## config.mk

```make
export PLATFORM = sky130hd
export DESIGN_NAME = crvs_sequencer
export DESIGN_NICKNAME = d
export VERILOG_FILES = /design/src/crvs_pkg.sv /design/src/crvs_sequencer.sv
export SDC_FILE = /design/constraint.sdc
export NUM_CORES = 1
export LEC_CHECK = 0
export ABC_AREA = 1
export BUFFER_PORTS_ARGS = -buffer_cell sky130_fd_sc_hd__buf_2
export CAP_MARGIN = 10
export CORE_MARGIN = 4
export CORE_UTILIZATION = 55
export DETAILED_ROUTE_END_ITERATION = 8
export GPL_TIMING_DRIVEN = 0
export HOLD_SLACK_MARGIN = 0.05
export PLACE_DENSITY = 0.84
export SLEW_MARGIN = 20
export SYNTH_ARGS = -nofsm -noshare
export SYNTH_HDL_FRONTEND = slang
export SYNTH_SLANG_ARGS = --single-unit
```

## constraint.sdc

```tcl
create_clock -name sys_clk_in -period 3.99 [get_ports sys_clk_in]
set_clock_uncertainty 0.2 [all_clocks]
set_input_delay 0 -clock sys_clk_in [delete_from_list [all_inputs] [get_ports sys_clk_in]]
set_output_delay 0 -clock sys_clk_in [all_outputs]
set_load 0.02 [all_outputs]
```

## src/crvs_pkg.sv

```systemverilog
// Functional notes
// - After soft-start reaches boot level, hold boot, clock enable high, power-good low.
// - System power-good rising lets output follow VID and clock enable go low.
// - System power-good falling forces clock enable high and power-good low immediately.
// - Then ramp back to boot level in skip mode at quarter slew rate.
// - Hold boot level until off, power cycled, or system power-good returns.
// - Output target comes from the 7-bit VID code, always actively driven.
// - All-ones VID code starts soft shutdown identical to shutdown pin falling.
// - At zero volts drive gates and skip control low, float phase 3 PWM.
// - In VID shutdown the logic stays active and keeps watching VID inputs.
// - Leaving all-ones code runs start-up identical to shutdown pin rising.
// - Discharge transistor on for undervoltage lockout, thermal shutdown, soft shutdown end.
// - High-side gate 1 held low whenever in shutdown.
// - Phase 1 boost switch closed only while low-side gate 1 is high.
// - Low-side gates high on overvoltage; low in shutdown and after skip zero-cross.
// - Phase 3 PWM floats in shutdown, when strapped off, or with reduced phases.
package crvs_pkg;
	localparam int VID_W = 7;
	localparam logic [6:0] VID_OFF_CODE = 7'h7f;
	localparam logic [6:0] DAC_ZERO = 7'h00;
	// Boot target in VID units; arbitrary plain default
	localparam logic [6:0] BOOT_LEVEL_DEF = 7'h30;
	// Slew step spacing in cycles, normal and quarter rate
	localparam logic [7:0] SLEW_DIV_NORMAL = 8'h10;
	localparam logic [7:0] SLEW_DIV_QUARTER = 8'h40;
	typedef enum logic [2:0] {
		CRVS_OFF, CRVS_SOFTSTART, CRVS_BOOT_HOLD, CRVS_RUN, CRVS_FALLBACK, CRVS_SOFTSTOP
	} crvs_state_t;
	typedef struct packed {
		logic high_side_gate1;
		logic low_side_gate1;
		logic high_side_gate2;
		logic low_side_gate2;
		logic skip_driver_ctl;
		logic phase3_pwm;
		logic phase3_pwm_oe_n;
	} crvs_drive_t;
endpackage : crvs_pkg

```

## src/crvs_sequencer.sv

```systemverilog
`timescale 1ns/10ps
module crvs_sequencer
	import crvs_pkg::*;
(
	input wire logic sys_clk_in, // 250 MHz clock
	input wire logic sys_rst_in, // Async reset, high
	input wire logic system_power_good_in, // Other rails good, async pin
	input wire logic [VID_W-1:0] vid_code_inputs, // VID code from processor, async
	input wire logic shutdown_pin_n_in, // Enable pin, low shuts down, async
	input wire logic uvlo_in, // Undervoltage lockout, async
	input wire logic thermal_shutdown_pin_n_in, // Thermal shutdown, async
	input wire logic overvoltage_in, // Output overvoltage fault, async
	input wire logic zero_cross_in, // Inductor zero crossing, async
	input wire logic phase3_strap_off_in, // Phase 3 strapped off, async
	input wire logic reduced_phases_in, // Running fewer phases, async
	input wire logic [1:0] pwm_req_in, // Modulator on-time request per phase
	input wire logic phase3_pwm_out_req_in, // Modulator request for phase 3
	output logic cpu_clock_enable_n_out, // Clock enable, low enables
	output logic output_power_good_out, // Output power-good
	output logic [VID_W-1:0] dac_level_out, // Present output target
	output logic skip_mode_out, // Skip mode active
	output crvs_drive_t drive_out, // Gate and PWM drives
	output logic boost_switch1_out, // Phase 1 boost switch closed
	output logic discharge_on_out // Output discharge transistor on
);
	// ====================================================
	// Helper functions

	// Level moved one step closer to the goal
	function automatic logic [VID_W-1:0] step_toward(input logic [VID_W-1:0] level,
		input logic [VID_W-1:0] goal);
		logic [VID_W-1:0] result;
		result = level;
		if (level < goal) begin
			result = level + 7'h01;
		end else if (level > goal) begin
			result = level - 7'h01;
		end
		return result;
	endfunction : step_toward

	// High-side gate level of one phase
	function automatic logic high_side_level(input logic shut_now, input logic hs_req);
		logic result;
		result = 1'b0;
		if (!shut_now) begin
			result = hs_req;
		end
		return result;
	endfunction : high_side_level

	// Low-side gate level of one phase, shutdown wins, then overvoltage over the rest
	function automatic logic low_side_level(input logic shut_now, input logic ov_now,
		input logic hs_req, input logic skip_now, input logic zc_now);
		logic result;
		result = !hs_req;
		if (shut_now) begin
			result = 1'b0;
		end else if (ov_now) begin
			result = 1'b1;
		end else if (skip_now && zc_now) begin
			result = 1'b0;
		end
		return result;
	endfunction : low_side_level

	// Step spacing in cycles for a state
	function automatic logic [7:0] slew_spacing(input crvs_state_t st);
		logic [7:0] result;
		result = SLEW_DIV_NORMAL;
		if (st == CRVS_FALLBACK) begin
			result = SLEW_DIV_QUARTER;
		end
		return result;
	endfunction : slew_spacing

	// ====================================================
	// Input synchronisers
	logic pgood_meta_reg;
	logic pgood_sync_reg;
	logic en_meta_reg;
	logic en_sync_reg;
	logic [1:0] fault_meta_reg;
	logic [1:0] fault_sync_reg;
	logic [1:0] prot_meta_reg;
	logic [1:0] prot_sync_reg;
	logic [1:0] strap_meta_reg;
	logic [1:0] strap_sync_reg;
	logic [VID_W-1:0] vid_meta_reg;
	logic [VID_W-1:0] vid_reg;
	logic pgood_s;
	logic en_s;
	logic uvlo_s;
	logic therm_s;
	logic ov_s;
	logic zc_s;
	logic strap_s;
	logic redph_s;

	// System power-good, two flops
	always_ff @(posedge sys_clk_in or posedge sys_rst_in) begin
		if (sys_rst_in) begin
			pgood_meta_reg <= 1'b0;
			pgood_sync_reg <= 1'b0;
		end else begin
			pgood_meta_reg <= system_power_good_in;
			pgood_sync_reg <= pgood_meta_reg;
		end
	end

	// Shutdown pin, two flops, resets as shut down
	always_ff @(posedge sys_clk_in or posedge sys_rst_in) begin
		if (sys_rst_in) begin
			en_meta_reg <= 1'b0;
			en_sync_reg <= 1'b0;
		end else begin
			en_meta_reg <= shutdown_pin_n_in;
			en_sync_reg <= en_meta_reg;
		end
	end

	// Lockout and thermal faults, two flops
	always_ff @(posedge sys_clk_in or posedge sys_rst_in) begin
		if (sys_rst_in) begin
			fault_meta_reg <= 2'h0;
			fault_sync_reg <= 2'h0;
		end else begin
			fault_meta_reg <= {uvlo_in, thermal_shutdown_pin_n_in};
			fault_sync_reg <= fault_meta_reg;
		end
	end

	// Overvoltage and zero crossing, two flops
	always_ff @(posedge sys_clk_in or posedge sys_rst_in) begin
		if (sys_rst_in) begin
			prot_meta_reg <= 2'h0;
			prot_sync_reg <= 2'h0;
		end else begin
			prot_meta_reg <= {overvoltage_in, zero_cross_in};
			prot_sync_reg <= prot_meta_reg;
		end
	end

	// Phase 3 straps, two flops
	always_ff @(posedge sys_clk_in or posedge sys_rst_in) begin
		if (sys_rst_in) begin
			strap_meta_reg <= 2'h0;
			strap_sync_reg <= 2'h0;
		end else begin
			strap_meta_reg <= {phase3_strap_off_in, reduced_phases_in};
			strap_sync_reg <= strap_meta_reg;
		end
	end

	// VID code, two flops, resets to the off code
	always_ff @(posedge sys_clk_in or posedge sys_rst_in) begin
		if (sys_rst_in) begin
			vid_meta_reg <= VID_OFF_CODE;
			vid_reg <= VID_OFF_CODE;
		end else begin
			vid_meta_reg <= vid_code_inputs;
			vid_reg <= vid_meta_reg;
		end
	end

	// Synchronised levels by name
	assign pgood_s = pgood_sync_reg;
	assign en_s = en_sync_reg;
	assign {uvlo_s, therm_s} = fault_sync_reg;
	assign {ov_s, zc_s} = prot_sync_reg;
	assign {strap_s, redph_s} = strap_sync_reg;

	// ====================================================
	// Sequencer state
	crvs_state_t state_reg, state_next;
	logic [VID_W-1:0] level_reg;
	logic [7:0] slew_cnt_reg;
	logic vid_off, enabled, step, at_target, at_vid;
	logic [VID_W-1:0] target;
	logic [7:0] slew_div;

	// Off code and enable decoding
	assign vid_off = (vid_reg == VID_OFF_CODE);
	assign enabled = en_s && !vid_off && !uvlo_s && !therm_s;

	// Target level per state
	always_comb begin
		case (state_reg)
			CRVS_RUN: target = vid_reg;
			CRVS_SOFTSTART, CRVS_BOOT_HOLD, CRVS_FALLBACK: target = BOOT_LEVEL_DEF;
			default: target = DAC_ZERO;
		endcase
	end

	// Ramp timing
	assign at_target = (level_reg == target);
	assign at_vid = (level_reg == vid_reg);
	assign slew_div = slew_spacing(state_reg);
	assign step = (slew_cnt_reg >= slew_div - 8'h01);

	// Next state
	always_comb begin
		state_next = state_reg;
		case (state_reg)
			CRVS_OFF: begin
				if (enabled) state_next = CRVS_SOFTSTART;
			end
			CRVS_SOFTSTART: begin
				if (at_target) state_next = CRVS_BOOT_HOLD;
			end
			CRVS_BOOT_HOLD: begin
				if (pgood_s) state_next = CRVS_RUN;
			end
			CRVS_RUN: begin
				if (!pgood_s) state_next = CRVS_FALLBACK;
			end
			CRVS_FALLBACK: begin
				if (pgood_s && at_target) state_next = CRVS_RUN;
			end
			CRVS_SOFTSTOP: begin
				if (at_target && enabled) state_next = CRVS_SOFTSTART;
			end
			default: begin
				state_next = CRVS_OFF;
			end
		endcase
		// Shutdown pin low or all-ones code share one soft-stop path
		if (!enabled && state_reg != CRVS_OFF && state_reg != CRVS_SOFTSTOP)
			state_next = CRVS_SOFTSTOP;
		if (state_reg == CRVS_SOFTSTOP && at_target && !enabled)
			state_next = CRVS_OFF;
	end

	// State register
	always_ff @(posedge sys_clk_in or posedge sys_rst_in) begin
		if (sys_rst_in) begin
			state_reg <= CRVS_OFF;
		end else begin
			state_reg <= state_next;
		end
	end

	// ====================================================
	// Slew ramp of the output target

	// Step spacing counter, idle at target
	always_ff @(posedge sys_clk_in or posedge sys_rst_in) begin
		if (sys_rst_in) begin
			slew_cnt_reg <= 8'h00;
		end else if (at_target || step) begin
			slew_cnt_reg <= 8'h00;
		end else begin
			slew_cnt_reg <= slew_cnt_reg + 8'h01;
		end
	end

	// One step of the level per spacing period
	always_ff @(posedge sys_clk_in or posedge sys_rst_in) begin
		if (sys_rst_in) begin
			level_reg <= DAC_ZERO;
		end else if (!at_target && step) begin
			level_reg <= step_toward(level_reg, target);
		end
	end

	// ====================================================
	// Status outputs
	logic shut, skip;
	assign shut = (state_reg == CRVS_OFF);
	assign skip = (state_reg == CRVS_FALLBACK) || (state_reg == CRVS_SOFTSTOP);

	// Clock enable only in regulated run, forced off at once on a fall
	always_ff @(posedge sys_clk_in or posedge sys_rst_in) begin
		if (sys_rst_in) begin
			cpu_clock_enable_n_out <= 1'b1;
		end else begin
			cpu_clock_enable_n_out <= !(state_next == CRVS_RUN);
		end
	end

	// Power-good once the level has reached the VID code
	always_ff @(posedge sys_clk_in or posedge sys_rst_in) begin
		if (sys_rst_in) begin
			output_power_good_out <= 1'b0;
		end else begin
			output_power_good_out <= (state_next == CRVS_RUN) && at_vid;
		end
	end

	// Present ramp level
	always_ff @(posedge sys_clk_in or posedge sys_rst_in) begin
		if (sys_rst_in) begin
			dac_level_out <= DAC_ZERO;
		end else begin
			dac_level_out <= level_reg;
		end
	end

	// Skip mode during fallback and soft stop
	always_ff @(posedge sys_clk_in or posedge sys_rst_in) begin
		if (sys_rst_in) begin
			skip_mode_out <= 1'b0;
		end else begin
			skip_mode_out <= skip;
		end
	end

	// Discharge on lockout and thermal faults and once soft stop has ended
	always_ff @(posedge sys_clk_in or posedge sys_rst_in) begin
		if (sys_rst_in) begin
			discharge_on_out <= 1'b0;
		end else begin
			discharge_on_out <= uvlo_s || therm_s || shut;
		end
	end

	// ====================================================
	// Driver forcing
	crvs_drive_t drv;

	// Gate levels from modulator requests and forcing conditions
	always_comb begin
		drv = '0;
		drv.high_side_gate1 = high_side_level(shut, pwm_req_in[0]);
		drv.high_side_gate2 = high_side_level(shut, pwm_req_in[1]);
		drv.low_side_gate1 = low_side_level(shut, ov_s, pwm_req_in[0], skip, zc_s);
		drv.low_side_gate2 = low_side_level(shut, ov_s, pwm_req_in[1], skip, zc_s);
		drv.skip_driver_ctl = !shut && skip;
		drv.phase3_pwm = phase3_pwm_out_req_in;
		drv.phase3_pwm_oe_n = shut || strap_s || redph_s;
	end

	// Registered gate drives, phase 3 floating in reset
	always_ff @(posedge sys_clk_in or posedge sys_rst_in) begin
		if (sys_rst_in) begin
			drive_out <= '{default: 1'b0, phase3_pwm_oe_n: 1'b1};
		end else begin
			drive_out <= drv;
		end
	end

	// Boost switch follows the low-side gate of phase 1
	always_ff @(posedge sys_clk_in or posedge sys_rst_in) begin
		if (sys_rst_in) begin
			boost_switch1_out <= 1'b0;
		end else begin
			boost_switch1_out <= drv.low_side_gate1;
		end
	end
endmodule : crvs_sequencer

```

==> results.md <==
* First-pass GRT wire length at 8.990 mm
* Final hold violations at 0
* Fmax at 309.7 MHz
* Share of layout cells above drive strength 1 at 27.07%
* Post-placement setup slack at 0.7922 ns
* Number of buffers created by CTS at 9
* Pwr Density at 738.1 mW/mm^2
* Synth top area share at 43.73%
* Clock Latency Late Sink at 0.35 ns
* Initial Util at 58.64%
* GRT Overall Usage at 19.09%
* Die area at 0.006421 sq mm
* Post-Route WL at 5.142 mm
* Hold_ws at 0.08483 ns
* Worst EP required at 4.02 ns
* I/O pin cnt at 39
* Cells after synthesis at 276
* Mapped Area at 0.002861 sq mm
* Seq/Total Area, Yosys at 58.42%
* Die width at 80.13 microns
* Arrival @ worst endpoint at 3.26 ns
* Status: finished, final reports clean
* Tcrit/Tclk final at 80.92%
* Layout net count at 382
* Area contributors post-synth: dfrtp_1 (44%), dfstp_2 (15%), nand2_1 (7.6%)
* Largest area contributor in the netlist: dfrtp_1
* Avg WL per Cell at 12.30 microns
* Pleak at 1.746 nW
* Hold Crit Class: primary input to flip-flop
* RSZ-0062 raised after global routing: false
* Die height at 80.13 microns
* Post-synth top cells: nand2_1 (58), dfrtp_1 (50), nor2_1 (26)
* Bufs on Longest Clock Path at 2
* Period minus WS final at 3.229 ns
* Setup Buffers After CTS at 0
* Core area at 0.004880 sq mm
* Setup violations, final at 0
* Finished Core Util at 72.95%
* Synth Warn # at 0
* GP Congestion at 0.8666
* Site Rows at 25
* GRT overflow at 0
* Clock root buffer: clkbuf_8
* HPWL after DPL at 3.478 mm
* Setup crit start kind: flip-flop
* Pin count of the biggest net entering global routing at 47
* EDFF count, synth at 0
* Final critical-path setup slack at 0.7614 ns
* Final Max Slew Viols at 0
* Most common cell in the netlist: nand2_1
* # DRC at 0
* ANT nets after route at 0
* Syn_area_per_cell at 10.37 sq um
* CTS tree: yes
* Final TNS setup at 0 ns
* Synthesis-stage register bit count at 66
* Peak supply drop at 0.0004658 V
* H-tree depth at 3
* Mapped Nets at 312
* Filler cells at 374
* Initial antenna violation count at 0
* Synth Flop Type: dfrtp_1
* DR iter-0 viols at 125
* Vias per cell at 4.909
* Largest register FFs at 8
* Crit path max fanout at 7
* Clock sink count at 66
* IO buf count at 38
* Max-cap viol count at 0
* P&R area growth vs syn at 24.40%
* Vias post-DR at 2052
* Clock transition at the registers of the reported paths at 0.08 ns
* Count of different cell masters after synthesis at 35
* Vias in the first global route at 2042
* Diodes inserted at 0
* Worst Path Class, Setup: flip-flop to flip-flop
* 1st-pass router iterations at 4
* CP Capture Type: flip-flop
* Post-synth ARST share at 100.0%
## final timing paths
check	startpoint	to	slack, ns	cells after the start
max in group asynchronous	sys_rst_in	cpu_clock_enable_n_out	2.51	5
worst max-delay path	state_reg[2]	level_reg[6]	0.76	19
worst max register to register	state_reg[2]	level_reg[6]	0.76	19
min in group asynchronous	sys_rst_in	pgood_meta_reg	0.52	4
worst min-delay path	zero_cross_in	prot_meta_reg[0]	0.08	2
worst min register to register	prot_meta_reg[0]	prot_sync_reg[0]	0.15	0
## kinds of logic (layout without fill, tap and decap cells)
| logic type | after synthesis | after routing | synth area share [%] |
|---|---|---|---|
| compound gates | 19 | 19 | 4.023 |
| xor+xnor | 13 | 13 | 3.979 |
| fa+ha+maj | 16 | 16 | 7.258 |
| buf+inv | 34 | 109 | 4.897 |
| flops | 66 | 66 | 58.42 |
| other cells | 1 | 1 | 0.1311 |
| simple gates | 127 | 127 | 21.29 |
## repair_timing
action	4_1_cts	5_1_grt
hold endpoints to repair	86	0
hold buffers	20	0
resized for setup	0	0
setup endpoints to repair	0	0
## cells in the final DEF (no fill, tap or decap), types with 2 or more instances in the layout
cell / netlist / final
nand2_1: 58 / 58
dfrtp_1: 50 / 50
buf_2: 1 / 39
nor2_1: 26 / 26
inv_1: 25 / 24
dlygate4sd3_1: 0 / 20
nand3_1: 16 / 16
dfstp_2: 16 / 16
ha_1: 15 / 15
a21oi_1: 11 / 11
xor2_1: 9 / 9
clkbuf_8: 0 / 9
inv_2: 6 / 6
nand4_1: 5 / 5
o21ai_1: 4 / 4
xnor2_1: 4 / 4
nand2_2: 3 / 3
nor3b_1: 3 / 3
nor3_4: 2 / 2
nand3_2: 2 / 2
nor2_2: 2 / 2
or2_1: 2 / 2
nor3_2: 2 / 2
clkinv_4: 0 / 2
inv_6: 0 / 2
## layer usage
layer	vias to the layer above	global-route usage [%]	share of wire [%]	wire, microns
li1	1031	-	-	-
met4	0	11.66	2.5	131
met2	44	31.29	51	2647
met3	12	4.821	3.8	197
met1	965	22.48	42	2166
met5	-	0	0	0
## through the flow
| stage | std cells | power [mW] | cell area (sq um) |
|---|---|---|---|
| 3_5_place_dp | 382 | 2.057 | 3158 |
| 3_3_place_gp | 381 | 1.997 | 3136 |
| 5_1_grt | 418 | 2.868 | 3560 |
| 2_1_floorplan | 276 | 1.805 | 2861 |
| 6_report | 418 | 2.627 | 3560 |
| 4_1_cts | 418 | 2.641 | 3560 |
## power by group
group | internal (mW) | switching (mW)
Clock | 0.293 | 0.267
Sequential | 0.799 | 0.111
Combinational | 0.460 | 0.696
## worst max-delay path, cell delays in order, from the launching register on
cell and delay (ns):
dfrtp_1 0.47, inv_2 0.12, nor3_4 0.18, inv_1 0.11, nand3_1 0.10, a21oi_1 0.06, ha_1 0.30, nand2_1 0.07
a21oi_1 0.06, nor2_1 0.13, nand2_1 0.20, ha_1 0.33, buf_2 0.16, nand2_1 0.07, nor3_1 0.18, nor2_1 0.07
nand3_1 0.10, nand3_1 0.08, nand2_1 0.06, nand2_1 0.05
## final cells by class
| type | instances | area, sq um | area share (%) |
|---|---|---|---|
| Multi-Input combinational cell | 176 | 1050 | 29.49 |
| Sequential cell | 66 | 1672 | 46.96 |
| Clock inverter | 7 | 77.57 | 2.179 |
| Inverter | 31 | 118.9 | 3.339 |
| Tap cell | 67 | 83.83 | 2.355 |
| Timing Repair Buffer | 59 | 410.4 | 11.53 |
| Clock buffer | 9 | 123.9 | 3.480 |
| Buffer | 3 | 23.77 | 0.6678 |
Power figures use the tool's default switching activity.
